**config.mk**
```make
export PLATFORM = sky130hd
export DESIGN_NAME = gdb_brake_ctrl
export DESIGN_NICKNAME = d
export VERILOG_FILES = /design/src/common/gdb_pkg.sv /design/src/hw/gdb_brake_ctrl.sv /design/src/hw/gdb_fm_gen.sv
export SDC_FILE = /design/constraint.sdc
export NUM_CORES = 1
export LEC_CHECK = 0
export BUFFER_PORTS_ARGS = -buffer_cell sky130_fd_sc_hd__buf_2
export CORE_MARGIN = 2
export CORE_UTILIZATION = 53
export CTS_BUF_LIST = sky130_fd_sc_hd__clkbuf_16
export DETAILED_ROUTE_END_ITERATION = 10
export PLACE_DENSITY = 0.8
export SYNTH_ARGS = -nofsm -noshare
export SYNTH_HDL_FRONTEND = slang
export SYNTH_HIERARCHICAL = 1
export SYNTH_SLANG_ARGS = --single-unit
```
**constraint.sdc**
```tcl
create_clock -name clk -period 1.85 [get_ports clk]
set_input_delay 0.37 -clock clk [delete_from_list [all_inputs] [get_ports clk]]
set_output_delay 0.37 -clock clk [all_outputs]
set_load 0.01 [all_outputs]
```
**src/common/gdb_pkg.sv**
```systemverilog
package gdb_pkg;
	// Operating modes presented by the system mode controller
	localparam logic [2:0] OPM_INIT = 3'h0;
	localparam logic [2:0] OPM_NORMAL = 3'h1;
	localparam logic [2:0] OPM_STOP = 3'h2;
	localparam logic [2:0] OPM_SLEEP = 3'h3;
	localparam logic [2:0] OPM_FAILSAFE = 3'h4;
	localparam logic [2:0] OPM_RESTART = 3'h5;
	// Half-bridge mode field encodings
	localparam logic [1:0] HBM_OFF = 2'h0;
	localparam logic [1:0] HBM_LS = 2'h1;
	localparam logic [1:0] HBM_HS = 2'h2;
	// Register byte addresses
	localparam logic [7:0] ADDR_GEN_CTRL = 8'h00;
	localparam logic [7:0] ADDR_BRIDGE_CFG = 8'h04;
	localparam logic [7:0] ADDR_SLAM_EXCL = 8'h08;
	localparam logic [7:0] ADDR_STATUS = 8'h0c;
	// General control field positions
	localparam int CTL_CP_EN = 0;
	localparam int CTL_SLAM = 1;
	localparam int CTL_PARK_EN = 2;
	localparam int CTL_MOSFET_LEVEL_SELECT = 3;
	localparam int CTL_STAGE_AUTO = 4;
	localparam int CTL_PUMP_FREQUENCY_MODULATION_BIT = 5;
	localparam int CTL_W = 6;
	localparam logic [5:0] CTL_RESET = 6'h21;
	// Bridge configuration field positions
	localparam int BCF_PWM_EN = 8;
	localparam int BCF_MAP12 = 12;
	localparam int BCF_MAP34 = 13;
	localparam int BCF_W = 14;
	localparam logic [13:0] BCF_RESET = 14'h0000;
	// Status field positions
	localparam int STS_CP_ON = 8;
	localparam int STS_SINGLE = 9;
	localparam int STS_SLAM_ACT = 10;
	localparam int STS_PARK_ACT = 11;
	localparam int STS_SEQ_BUSY = 12;
	// Timing
	localparam int CLK_PERIOD_NS = 10;
	localparam int CCP_TIME_NS = 500;
	localparam int FM_FREQ_HZ = 15600;
	localparam int FM_HALF_CYC = 1000000000 / (FM_FREQ_HZ * 2 * CLK_PERIOD_NS);
endpackage : gdb_pkg

```
**src/hw/gdb_brake_ctrl.sv**
```systemverilog
`timescale 1ns/100ps
// Operation
// Gates passively discharged outside Normal Mode; with ov_brake the low sides are driven on and not discharged
// Slam request honoured only in Normal Mode
// Slam: active turn-off, then pump off
// Slam: first PWM pin drives all low sides
// Slam: PWM high turns low sides on
// Slam: PWM low turns low sides off
// Software may exclude low sides from slam
// Park on sleep/stop: active off, pump off
// Park: release low-side passive discharge only
// Park: PWM high turns low sides on
// Level bit 0: logic-level targets
// Level bit 1: normal-level common target
// Auto bit 0: always dual stage
// Auto bit 1: switch stage by thresholds
// Modulation bit enables 15.6 kHz modulation
// Mode field 00 holds gates passive off
// Brake steps strictly in sequence
module gdb_brake_ctrl #(
	parameter int CCP_NS = gdb_pkg::CCP_TIME_NS
) (
	// Clock and reset
	input wire logic clk,
	input wire logic rst_b,
	// Register port
	input wire logic [7:0] reg_addr,
	input wire logic [31:0] reg_wdata,
	input wire logic reg_wr,
	input wire logic reg_rd,
	output logic [31:0] reg_rdata,
	// Device state and pins
	input wire logic [2:0] op_mode,
	input wire logic first_pwm_input_pin,
	input wire logic second_pwm_input_pin,
	input wire logic ov_brake,
	input wire logic vs_above_upper,
	input wire logic vs_below_lower,
	// Gate drive
	output logic [3:0] hs_on,
	output logic [3:0] low_side_driver,
	output logic [3:0] hs_active_off,
	output logic [3:0] ls_active_off,
	output logic [3:0] hs_passive_dis,
	output logic [3:0] ls_passive_dis,
	// Charge pump
	output logic cp_on,
	output logic cp_single_stage,
	output logic cp_target_high,
	output logic gate_target_common,
	output logic cp_mod_clk
);
	import gdb_pkg::*;

	localparam int CCP_CYC = (CCP_NS + CLK_PERIOD_NS - 1) / CLK_PERIOD_NS;

	typedef enum logic [2:0] {
		GDB_IDLE, GDB_SLAM_OFF, GDB_SLAM_CP, GDB_SLAM, GDB_PARK_OFF, GDB_PARK_CP, GDB_PARK_REL, GDB_PARK
	} gdb_state_e;

	// Mode field that actively drives one side of its bridge
	function automatic logic driven(input logic [1:0] m);
		driven = (m == HBM_LS) || (m == HBM_HS);
	endfunction : driven

	logic [CTL_W-1:0] general_control_register;
	logic [BCF_W-1:0] bridge_cfg_r;
	logic [3:0] slam_excl_r;
	gdb_state_e state_r, state_nxt;
	logic [15:0] ccp_cnt_r;
	logic [2:0] op_mode_r;
	logic single_r, single_nxt;
	logic [3:0] hs_nxt, ls_nxt, hao_nxt, lao_nxt, hpd_nxt, lpd_nxt;
	logic cp_nxt;
	logic [31:0] rdata_nxt;
	logic fm_clk;

	// Named control fields
	wire charge_pump_enable_bit = general_control_register[CTL_CP_EN];
	wire slam_req = general_control_register[CTL_SLAM];
	wire parking_brake_enable = general_control_register[CTL_PARK_EN];
	wire mosfet_level_select = general_control_register[CTL_MOSFET_LEVEL_SELECT];
	wire charge_pump_stage_auto = general_control_register[CTL_STAGE_AUTO];
	wire pump_frequency_modulation_bit = general_control_register[CTL_PUMP_FREQUENCY_MODULATION_BIT];
	wire [3:0] bridge_pwm_enable = bridge_cfg_r[BCF_PWM_EN +: 4];
	wire pwm_map_bridges_one_two = bridge_cfg_r[BCF_MAP12];
	wire pwm_map_bridges_three_four = bridge_cfg_r[BCF_MAP34];
	wire in_normal = (op_mode == OPM_NORMAL);
	wire low_power = (op_mode == OPM_SLEEP) || (op_mode == OPM_STOP);
	wire park_entry = low_power && (op_mode_r != op_mode) && parking_brake_enable;
	wire ccp_done = (ccp_cnt_r == 16'(CCP_CYC - 1));
	wire in_act_off = (state_r == GDB_SLAM_OFF) || (state_r == GDB_PARK_OFF);
	wire in_slam = (state_r == GDB_SLAM_OFF) || (state_r == GDB_SLAM_CP) || (state_r == GDB_SLAM);
	wire in_park = (state_r == GDB_PARK_OFF) || (state_r == GDB_PARK_CP) || (state_r == GDB_PARK_REL)
		|| (state_r == GDB_PARK);

	// Register write decode
	wire wr_ctl = reg_wr && (reg_addr == ADDR_GEN_CTRL);
	wire wr_bcf = reg_wr && (reg_addr == ADDR_BRIDGE_CFG);
	wire wr_exc = reg_wr && (reg_addr == ADDR_SLAM_EXCL);

	// Software registers
	always_ff @(posedge clk) begin
		if (!rst_b) begin
			general_control_register <= CTL_RESET;
			bridge_cfg_r <= BCF_RESET;
			slam_excl_r <= 4'h0;
		end else begin
			if (wr_ctl) general_control_register <= reg_wdata[CTL_W-1:0];
			if (wr_bcf) bridge_cfg_r <= reg_wdata[BCF_W-1:0];
			if (wr_exc) slam_excl_r <= reg_wdata[3:0];
		end
	end

	// Read mux, answer stands in the cycle after the strobe
	always_comb begin
		rdata_nxt = 32'h00000000;
		if (reg_rd) begin
			unique case (reg_addr)
				ADDR_GEN_CTRL: rdata_nxt[CTL_W-1:0] = general_control_register;
				ADDR_BRIDGE_CFG: rdata_nxt[BCF_W-1:0] = bridge_cfg_r;
				ADDR_SLAM_EXCL: rdata_nxt[3:0] = slam_excl_r;
				ADDR_STATUS: begin
					rdata_nxt[3:0] = low_side_driver;
					rdata_nxt[7:4] = hs_on;
					rdata_nxt[STS_CP_ON] = cp_on;
					rdata_nxt[STS_SINGLE] = cp_single_stage;
					rdata_nxt[STS_SLAM_ACT] = in_slam;
					rdata_nxt[STS_PARK_ACT] = in_park;
					rdata_nxt[STS_SEQ_BUSY] = in_act_off;
				end
				default: rdata_nxt = 32'h00000000;
			endcase
		end
	end

	// Brake sequencer: each step waits for the one before
	always_comb begin
		state_nxt = state_r;
		unique case (state_r)
			GDB_IDLE: begin
				if (in_normal && slam_req) state_nxt = GDB_SLAM_OFF;
				else if (park_entry) state_nxt = GDB_PARK_OFF;
			end
			GDB_SLAM_OFF: if (ccp_done) state_nxt = GDB_SLAM_CP;
			GDB_SLAM_CP: state_nxt = GDB_SLAM;
			GDB_SLAM: state_nxt = GDB_SLAM;
			GDB_PARK_OFF: if (ccp_done) state_nxt = GDB_PARK_CP;
			GDB_PARK_CP: state_nxt = GDB_PARK_REL;
			GDB_PARK_REL: state_nxt = GDB_PARK;
			GDB_PARK: state_nxt = GDB_PARK;
		endcase
		// Leaving the mode ends either brake; dropping the request ends only a slam
		if (in_slam && !(in_normal && slam_req)) state_nxt = GDB_IDLE;
		if (in_park && !low_power) state_nxt = GDB_IDLE;
	end

	// Sequencer state, cross-current timer, mode history
	always_ff @(posedge clk) begin
		if (!rst_b) begin
			state_r <= GDB_IDLE;
			ccp_cnt_r <= 16'h0000;
			op_mode_r <= OPM_INIT;
		end else begin
			state_r <= state_nxt;
			ccp_cnt_r <= (in_act_off && !ccp_done && state_nxt == state_r) ? ccp_cnt_r + 16'h0001 : 16'h0000;
			op_mode_r <= op_mode;
		end
	end

	// Charge pump stage hysteresis
	always_comb begin
		single_nxt = single_r;
		if (!charge_pump_stage_auto) single_nxt = 1'b0;
		else if (vs_above_upper) single_nxt = 1'b1;
		else if (vs_below_lower) single_nxt = 1'b0;
	end

	// Pump runs in Normal Mode, or through a park entry as held below, and never once a brake has passed its turn-off step
	// On park entry it keeps its state through the active turn-off, and only then goes off
	wire cp_park_hold = cp_on && ((state_r == GDB_IDLE && park_entry) || state_r == GDB_PARK_OFF);
	assign cp_nxt = (charge_pump_enable_bit && in_normal && (state_r == GDB_IDLE || state_r == GDB_SLAM_OFF))
		|| cp_park_hold;

	// Per-bridge gate decisions
	genvar gi;
	generate
		for (gi = 0; gi < 4; gi++) begin : g_br
			wire [1:0] hbm = bridge_cfg_r[2*gi +: 2];
			wire pwm_sel = (gi < 2) ? pwm_map_bridges_one_two : pwm_map_bridges_three_four;
			wire pwm_src = pwm_sel ? second_pwm_input_pin : first_pwm_input_pin;
			wire drv = bridge_pwm_enable[gi] ? pwm_src : 1'b1;
			wire ls_norm = (hbm == HBM_LS) && charge_pump_enable_bit;
			wire hs_norm = (hbm == HBM_HS) && charge_pump_enable_bit;
			always_comb begin
				hs_nxt[gi] = 1'b0;
				ls_nxt[gi] = 1'b0;
				hao_nxt[gi] = 1'b0;
				lao_nxt[gi] = 1'b0;
				hpd_nxt[gi] = 1'b1;
				lpd_nxt[gi] = 1'b1;
				unique case (state_r)
					GDB_IDLE: begin
						if (in_normal) begin
							// Field 00 or pump off leaves both gates on passive discharge
							hs_nxt[gi] = hs_norm && drv;
							ls_nxt[gi] = ls_norm && drv;
							hpd_nxt[gi] = !hs_norm;
							lpd_nxt[gi] = !ls_norm;
						end else if (ov_brake) begin
							ls_nxt[gi] = 1'b1;
							lpd_nxt[gi] = 1'b0;
						end
					end
					GDB_SLAM_OFF, GDB_PARK_OFF: begin
						hao_nxt[gi] = driven(hbm) && (hbm == HBM_HS);
						lao_nxt[gi] = driven(hbm) && (hbm == HBM_LS);
						hpd_nxt[gi] = !(driven(hbm) && (hbm == HBM_HS));
						lpd_nxt[gi] = !(driven(hbm) && (hbm == HBM_LS));
					end
					GDB_SLAM: begin
						ls_nxt[gi] = !slam_excl_r[gi] && first_pwm_input_pin;
						lpd_nxt[gi] = slam_excl_r[gi];
					end
					GDB_PARK_REL: lpd_nxt[gi] = 1'b0;
					GDB_PARK: begin
						ls_nxt[gi] = first_pwm_input_pin;
						lpd_nxt[gi] = 1'b0;
					end
					GDB_SLAM_CP, GDB_PARK_CP: begin
					end
				endcase
			end
		end
	endgenerate

	// Output flops
	always_ff @(posedge clk) begin
		if (!rst_b) begin
			hs_on <= 4'h0;
			low_side_driver <= 4'h0;
			hs_active_off <= 4'h0;
			ls_active_off <= 4'h0;
			hs_passive_dis <= 4'hf;
			ls_passive_dis <= 4'hf;
			cp_on <= 1'b0;
			single_r <= 1'b0;
			cp_target_high <= 1'b0;
			gate_target_common <= 1'b0;
			reg_rdata <= 32'h00000000;
		end else begin
			hs_on <= hs_nxt;
			low_side_driver <= ls_nxt;
			hs_active_off <= hao_nxt;
			ls_active_off <= lao_nxt;
			hs_passive_dis <= hpd_nxt;
			ls_passive_dis <= lpd_nxt;
			cp_on <= cp_nxt;
			single_r <= single_nxt;
			cp_target_high <= mosfet_level_select;
			gate_target_common <= mosfet_level_select;
			reg_rdata <= rdata_nxt;
		end
	end
	assign cp_single_stage = single_r;

	// Modulation of the pump clock
	gdb_fm_gen #(.HALF_CYC(FM_HALF_CYC)) u_fm (
		.clk(clk),
		.rst_b(rst_b),
		.enable(pump_frequency_modulation_bit),
		.mod_clk(fm_clk)
	);
	always_ff @(posedge clk) begin
		if (!rst_b) cp_mod_clk <= 1'b0;
		else cp_mod_clk <= fm_clk;
	end

	// Cycles spent so far in the active turn-off step, kept apart from the sequencer timer
	logic [15:0] aoff_len_r;
	always_ff @(posedge clk) begin
		if (!rst_b || !in_act_off) begin
			aoff_len_r <= 16'h0000;
		end else begin
			aoff_len_r <= aoff_len_r + 16'h0001;
		end
	end
endmodule : gdb_brake_ctrl

```
**src/hw/gdb_fm_gen.sv**
```systemverilog
`timescale 1ns/100ps
// Square wave that modulates the charge pump clock
module gdb_fm_gen #(
	parameter int HALF_CYC = gdb_pkg::FM_HALF_CYC
) (
	// Clock and reset
	input wire logic clk,
	input wire logic rst_b,
	// Control and output
	input wire logic enable,
	output logic mod_clk
);
	import gdb_pkg::*;
	logic [12:0] cnt_r;
	logic wrap;
	assign wrap = (cnt_r == 13'(HALF_CYC - 1));
	// Toggle every half period while enabled, park low otherwise
	always_ff @(posedge clk) begin
		if (!rst_b || !enable) begin
			cnt_r <= 13'h0000;
			mod_clk <= 1'b0;
		end else begin
			cnt_r <= wrap ? 13'h0000 : cnt_r + 13'h0001;
			if (wrap) begin
				mod_clk <= ~mod_clk;
			end
		end
	end
endmodule : gdb_fm_gen

```
== After elaboration in Yosys (flattened, before gate mapping) ==
Index checks and enable logic that the tools add are counted.

* Register bits: 120
* Output and inout port bits: 61
* Word-level logic and storage cells: 188

* Add/subtract/negate cells: 2
* Equal/unequal tests: 25
* Mux-type cells: 44
* Bitwise operators: 1
* Reductions and logical operators: 95

{| class="wikitable"
|+ Operator list
! cell !! number
|-
| $logic_and A1 B1 Y1 || 42
|-
| $logic_not A1 Y1 || 25
|-
| $mux W1 || 22
|-
| $mux W3 || 6
|-
| $pmux W3 S6 || 1
|-
| $add A16 B1 Y16 const B || 1
|-
| $eq A16 B6 Y1 const B || 1
|-
| $eq A8 B4 Y1 const B || 2
|-
| $pmux W1 S4 || 4
|-
| $pmux W4 S4 || 1
|-
| $logic_or A1 B1 Y1 || 15
|-
| $pmux W7 S2 || 1
|-
| $add A13 B1 Y13 const B || 1
|-
| $eq A13 B12 Y1 const B || 1
|-
| $eq A3 B2 Y1 const B || 4
|-
| $eq A3 B3 Y1 const B || 4
|-
| $pmux W1 S3 || 4
|-
| $eq A2 B1 Y1 const B || 4
|-
| $eq A2 B2 Y1 const B || 4
|-
| $eq A8 B3 Y1 const B || 1
|-
| $logic_not A8 Y1 || 1
|-
| $pmux W1 S2 || 4
|-
| $reduce_and A2 Y1 || 4
|-
| $reduce_or A2 Y1 || 4
|-
| other kinds (8) || 10
|}

== Longest topological paths before layout ==
Gate-level depths: netlist of the first run.

* Depth in word-level cells: 12
* Depth in mapped cells: 7
* Gate-level depth less buffers: 6

== Hierarchy ==
Netlist of the first run, hierarchy kept.

{| class="wikitable"
|+ Modules (own cells, without submodules)
! module !! instances !! cells each !! area an instance (µm²)
|-
| gdb_brake_ctrl || 1 || 397 || 3,713.6
|-
| gdb_fm_gen || 1 || 68 || 621.8
|}

== Least setup slack after synthesis of the first run ==
No wires, ideal clock.

* Kind: register to register
* Start: register u_fm.cnt_r[12]
* End: register u_fm.cnt_r[9]
* Library setup time: 115 ps
* Arrival time: 1,509 ps
* Data required time: 1,735 ps
* Slack: 226 ps
* Stages on the path, launching flop included: 6
* Buffers on the path: 1
* Cell sequence: dfxtp_1 > or4b_1 > nor4_2 > nand3b_2 > buf_6 > nor2_1

* Longest elaborated chain between the ends: 2

{| class="wikitable"
|+ Ends and longest elaborated chain
! item !! line !! text
|-
| start, declared || gdb_fm_gen.sv:14 || <nowiki>logic [12:0] cnt_r;</nowiki>
|-
| start signal, assigned || gdb_fm_gen.sv:23 || <nowiki>cnt_r <= wrap ? 13'h0000 : cnt_r + 13'h0001;</nowiki>
|-
| $eq A13 B12 Y1 || gdb_fm_gen.sv:16 || <nowiki>assign wrap = (cnt_r == 13'(HALF_CYC - 1));</nowiki>
|-
| $reduce_or A2 Y1 (no source line) || - ||
|}

Every way passes these cells.
A chain may end at the register's enable or synchronous reset.

== Worst setup path after layout of the first run ==
* Start: register u_fm.cnt_r[12]
* End: register u_fm.cnt_r[5]

Same word-level chain as after synthesis.

==> results of run 1 <==
## metal layers
| layer | global-route usage (%) | up-vias | wire [um] |
|---|---|---|---|
| met5 | 0 | - | 0 |
| met4 | 9.90 | 0 | 192 |
| met3 | 3.51 | 21 | 502 |
| met2 | 39.0 | 120 | 4580 |
| met1 | 25.4 | 1576 | 4070 |
| li1 | - | 1705 | - |
## path summary, 6_finish.rpt
kind | slack, ns | start | depth (start not counted) | endpoint
max | 0.18 | u_fm/cnt_r[12]$_SDFF_PP0_ | 4 | u_fm/cnt_r[5]$_SDFF_PP0_
min | 0.25 | vs_above_upper | 3 | cp_single_stage$_SDFFE_PN0P_
max reg2reg | 0.18 | u_fm/cnt_r[12]$_SDFF_PP0_ | 4 | u_fm/cnt_r[5]$_SDFF_PP0_
min reg2reg | 0.46 | general_control_register[4]$_SDFFE_PN0P_ | 2 | cp_single_stage$_SDFFE_PN0P_
## report_power, final
group / total (uW) / internal (uW) / switching [uW]
sequential: 2230 / 2220 / 12.9
combinational: 219 / 87.2 / 131
clock: 1690 / 903 / 791
total: 4140 / 3210 / 935
## cell usage in the layout, fill, tap and decap left out, types with 2 or more instances in the layout
| cell | n |
|---|---|
| nand2_1 | 34 |
| and2_1 | 5 |
| nor3_1 | 5 |
| nor2b_1 | 8 |
| nand4_1 | 9 |
| nor4_1 | 8 |
| nor3b_1 | 2 |
| nand3_1 | 28 |
| and2b_2 | 4 |
| mux4_2 | 4 |
| clkinv_4 | 2 |
| a21oi_1 | 9 |
| xor2_1 | 7 |
| nor2_1 | 67 |
| mux2i_1 | 14 |
| clkinv_1 | 3 |
| a21o_1 | 5 |
| o221ai_1 | 4 |
| nor2_2 | 2 |
| nand2b_1 | 14 |
| buf_2 | 76 |
| nand3b_1 | 3 |
| dfxtp_1 | 102 |
| inv_1 | 15 |
| xnor2_1 | 21 |
| ha_1 | 4 |
| buf_4 | 8 |
| conb_1 | 18 |
| o21ai_0 | 26 |
| nand4_4 | 2 |
| clkbuf_16 | 9 |
## cells by family after synthesis
family	share of synthesized area (%)
AND/OR/NAND/NOR	25.7
flip-flops	47.1
multiplexers	5.57
AO/OA/AOI/OAI	7.88
buffers and inverters	6.90
other	0.0865
adder cells (fa/ha/maj)	1.15
XOR/XNOR	5.66
## through the flow
step	cells	hold WS [ns]	setup WS, ns	total power, uW
2_1_floorplan	482	0.410	0.226	2430
3_3_place_gp	631	0.444	0.123	2490
3_5_place_dp	631	0.449	0.0129	2490
4_1_cts	647	0.251	0.110	4170
5_1_grt	647	0.277	0.0513	4280
6_report	647	0.252	0.176	4140
## flip-flops by register name, indices dropped and copies added, names as in the netlist, 4 cells and up
name                      flops
bridge_cfg_r                 14
ccp_cnt_r                    16
general_control_register      6
hs_active_off                 4
hs_on                         4
hs_passive_dis                4
low_side_driver               4
ls_active_off                 4
ls_passive_dis                4
reg_rdata                    14
slam_excl_r                   4
u_fm/cnt_r                   13
## worst max-delay path: cells and delay by family (launching register included)
family           cells  cell delay, ns
AND/OR/NAND/NOR      4            1.25
flip-flops           1            0.32
## cell type report
cell class	count	area [um2]	area share (%)
clock buffers	9	225	4.51
clock inverters	7	41.3	0.826
inverters	14	52.6	1.05
multi-input cells	329	2070	41.4
flip-flops and latches	102	2040	40.9
well taps	102	128	2.55
repair buffers	84	440	8.82
## timing repair
item                       4_1_cts  5_1_grt
gates resized for setup          0        1
buffers inserted                 0        0
hold buffers                     0        0
setup endpoints to repair        0        9
==> results.json, run 1 <==
{
  "synthFlopType": "dfxtp_1",
  "routabilityCongestion": 0.956,
  "synth_cell_type_count": 58,
  "cts_buffer_depth": 2,
  "fin_tns_setup_ns": 0,
  "htreeDepth": 3,
  "fin_crit_ns": 1.67,
  "fp.coreArea_um2": 7810,
  "synthCells": 465,
  "crit_fanout": 13,
  "max_stage_delay_ns": 0.54,
  "diodes": 0,
  "via_count": 3422,
  "synth_enable_flop_cells": 0,
  "fin_skew_ns": 0.00778,
  "track_usage_pct": 21.7,
  "maxCapViolCount": 0,
  "wl_per_cell_um": 14.4,
  "slew_viol_final": 0,
  "rows": 32,
  "hold_viol": 0,
  "firstDrtPassIters": 4,
  "netlist_area_um2": 4340,
  "hp-class": "primary input to flop",
  "grt_max_degree": 29,
  "finalInstanceArea_um2": 5000,
  "startpoint_type": "flop",
  "yosysWarnings": 6,
  "wl_mm": 9.34,
  "grt_pass1_vias": 3268,
  "synth_top_area_cell": "dfxtp_1",
  "arrival_ns": 1.90,
  "die-area_um2": 8920,
  "required_ns": 2.07,
  "synth_most_common_cell": "dfxtp_1",
  "ir_drop_mv": 0.405,
  "post_dp_cell_area_um2": 4720,
  "io_buffers": 76,
  "status": "complete, no violations",
  "fill_cells": 674,
  "synthArstFlopShare_pct": 0,
  "fmax_mhz": 597,
  "drcViolationCount": 0,
  "cts.sinks": 102,
  "seq_area_frac_synth_pct": 47.1,
  "io_pins": 113,
  "tritoncts": "done",
  "crit_type": "flop to flop",
  "setup_viol": 0,
  "power.density_nw_per_um2": 829,
  "grt_pass1_wl_mm": 15.2,
  "p_leak_uw": 0.00201,
  "start_util_pct": 55.5,
  "dpl.hpwl_mm": 6.98,
  "ant_nets": 0,
  "nets": 596,
  "rsz0062_at_grt": "false",
  "die_x_um": 94.4,
  "grt-ovfl-total": 0,
  "syn2layout_area_growth_pct": 15.2,
  "syn_area_per_cell_um2": 9.32,
  "crit_slowest_cell": "or4b_1",
  "yosys-top-cells-count": "dfxtp_1, nor2_1, nand2_1",
  "fp.dieH_um": 94.4,
  "antenna_found_initial": 0,
  "final_core_util_pct": 64.0,
  "min_period_over_period_pct": 90.5,
  "yosysTopAreaCellShare_pct": 47.1,
  "cts_buffers": 9,
  "initialDrtViolationCount": 209,
  "critPathCaptureType": "flop",
  "path_cells": "or4b_1 > nor4_2 > nand3b_4 > nor2_1",
  "cts.reportedPaths.clkPinSlew_ns": 0.07,
  "drive_above_1_share_pct": 21.7,
  "synthTopCellsByArea": "dfxtp_1, nor2_1, xnor2_1, buf_4, mux2i_1",
  "ys_ff_latch": 102,
  "vias_per_cell": 5.29,
  "cts-root-buf": "clkbuf_16",
  "clkLatencyLatePin_ns": 0.33
}
Power figures use the tool's default switching activity.
==> run 2, diff against run 1 <==
Clock period 1.85 ns to 1.8 ns, I/O delays scaled along.
==> run 2 against run 1 <==
  * Fmax fell by 0.91%
  * Critical endpoint is now u_fm/mod_clk$_SDFFE_PP0N_
  * Total power rose by 6.0%
  * First-iteration DRC count fell by 40%
  * Critical path depth rose by 1
  * Via count rose by 0.76%
  * Largest cell class unchanged
  * Sequential share of layout area fell by 0.29 points
==> results.json, run 2 (synthesis gave the netlist of run 1 again) <==
{
  "dpl.hpwl_mm": 6.85,
  "slew-limit-headroom_pct": 65.4,
  "slew_viol_final": 0,
  "clkLatencyLatePin_ns": 0.34,
  "min_period_over_period_pct": 93.8,
  "antenna_found_initial": 0,
  "track_usage_pct": 22.1,
  "timing.final.ws_setup_ns": 0.111,
  "startpoint_type": "flop",
  "fmax_mhz": 592,
  "p_leak_uw": 0.00204,
  "start_util_pct": 55.5,
  "crit_fanout": 2,
  "via_count": 3448,
  "final_cell_mix": "dfxtp_1, buf_2, nor2_1, nand2_1, nand3_1",
  "power.density_nw_per_um2": 872,
  "die-area_um2": 8920,
  "io_buffers": 76,
  "gr-usage-met2_pct": 37.8,
  "wl_mm": 9.21,
  "grt.met1_usage_pct": 26.4,
  "ir_drop_mv": 0.412,
  "rrSetupSlack_ns": 0.11,
  "arrival_ns": 1.97,
  "initialDrtViolationCount": 126,
  "whs_ns": 0.234,
  "largest-register": "ccp_cnt_r",
  "cts_buffer_depth": 2,
  "reg2reg_to": "u_fm/mod_clk$_SDFFE_PP0N_",
  "grt_pass1_wl_mm": 15.4,
  "worstSetupStartpoint": "u_fm/cnt_r[12]$_SDFF_PP0_",
  "tightest_slew_ns": 0.518,
  "cts.reportedPaths.clkPinSlew_ns": 0.07,
  "crit_type": "flop to flop",
  "fin_tns_setup_ns": 0,
  "status": "complete, no violations",
  "cts-root-buf": "clkbuf_16",
  "firstDrtPassIters": 5,
  "fin_crit_ns": 1.69,
  "grt_pass1_vias": 3287,
  "drcViolationCount": 0,
  "ctsResizeCount": 0,
  "fp.coreArea_um2": 7810,
  "power_uw": 4390,
  "rsz0062_at_grt": "false",
  "vias_per_cell": 5.32,
  "nets": 597,
  "maxCapViolCount": 0,
  "fin_skew_ns": 0.00632,
  "wl_per_cell_um": 14.2,
  "cts_buffers": 9,
  "finalInstanceArea_um2": 5030,
  "syn2layout_area_growth_pct": 16.1,
  "final_common_cell": "dfxtp_1",
  "cts_setup_buffers": 0,
  "rows": 32,
  "grt-ovfl-total": 0,
  "reg.largest.list": "ccp_cnt_r: 16 flops, bridge_cfg_r: 14 flops, reg_rdata: 14 flops",
  "hold_viol": 0,
  "cts.sinks": 102,
  "post_dp_cell_area_um2": 4740,
  "use_met3_pct": 4.15,
  "io_pins": 113,
  "tritoncts": "done",
  "drive_above_1_share_pct": 22.3,
  "ant_nets": 0,
  "largest_register_ffs": 16,
  "required_ns": 2.08,
  "setup_viol": 0,
  "grt_busiest_layer": "met2",
  "cp-endpoint": "u_fm/mod_clk$_SDFFE_PP0N_",
  "critPathCaptureType": "flop",
  "grt_max_degree": 50,
  "hp-class": "primary input to flop",
  "htreeDepth": 3,
  "diodes": 0,
  "r2r_start": "u_fm/cnt_r[12]$_SDFF_PP0_",
  "place_ws_ns": 0.0123,
  "routabilityCongestion": 0.958,
  "die_x_um": 94.4,
  "fp.dieH_um": 94.4,
  "cts_hold_buf": 0,
  "reg2reg_depth": 5
}
[run 2: power by group]
| part | internal (uW) | switching [uW] |
|---|---|---|
| clock network | 1070 | 805 |
| logic | 90.6 | 134 |
| registers | 2280 | 12.8 |
| total | 3440 | 951 |
[run 2: worst min path at each step]
stage                                                  start                           end  slack [ns]  cells past startpoint
detailed placement  general_control_register[4]$_SDFFE_PN0P_  cp_single_stage$_SDFFE_PN0P_        0.45                      2
global placement    general_control_register[4]$_SDFFE_PN0P_  cp_single_stage$_SDFFE_PN0P_        0.44                      2
CTS                                           vs_above_upper  cp_single_stage$_SDFFE_PN0P_        0.24                      3
finish                                        vs_above_upper  cp_single_stage$_SDFFE_PN0P_        0.23                      3
floorplan                       bridge_cfg_r[3]$_SDFFE_PN0P_  hs_passive_dis[1]$_SDFF_PN1_        0.41                      1
global route                                  vs_above_upper  cp_single_stage$_SDFFE_PN0P_        0.25                      3
[run 2: layout make-up]
type | count | area (um2)
inverter | 14 | 52.6
clock buffer | 9 | 225
clock inverter | 7 | 66.3
timing repair buffer | 85 | 460
sequential | 102 | 2040
fill | 640 | 2780
tap | 102 | 128
multi-input combinational | 329 | 2060
[run 2: worst max-delay path, stage by stage, from the launching register on]
cell	delay, ns
dfxtp_1	0.32
or4b_1	0.53
nor4_2	0.31
buf_4	0.16
xor2_1	0.15
and3_1	0.16
[run 2: through the flow]
step           utilization [%]  instances
4_1_cts                   64.5        648
2_1_floorplan                -        482
6_report                  64.5        648
5_1_grt                   64.5        648
3_3_place_gp              60.7        632
3_5_place_dp              60.7        632
[run 2: layer usage]
metal / part of all wire [%] / vias up
met3: 7.2 / 26
met2: 49 / 130
met1: 41 / 1586
met4: 2.9 / 0
met5: 0 / -
li1: - / 1706
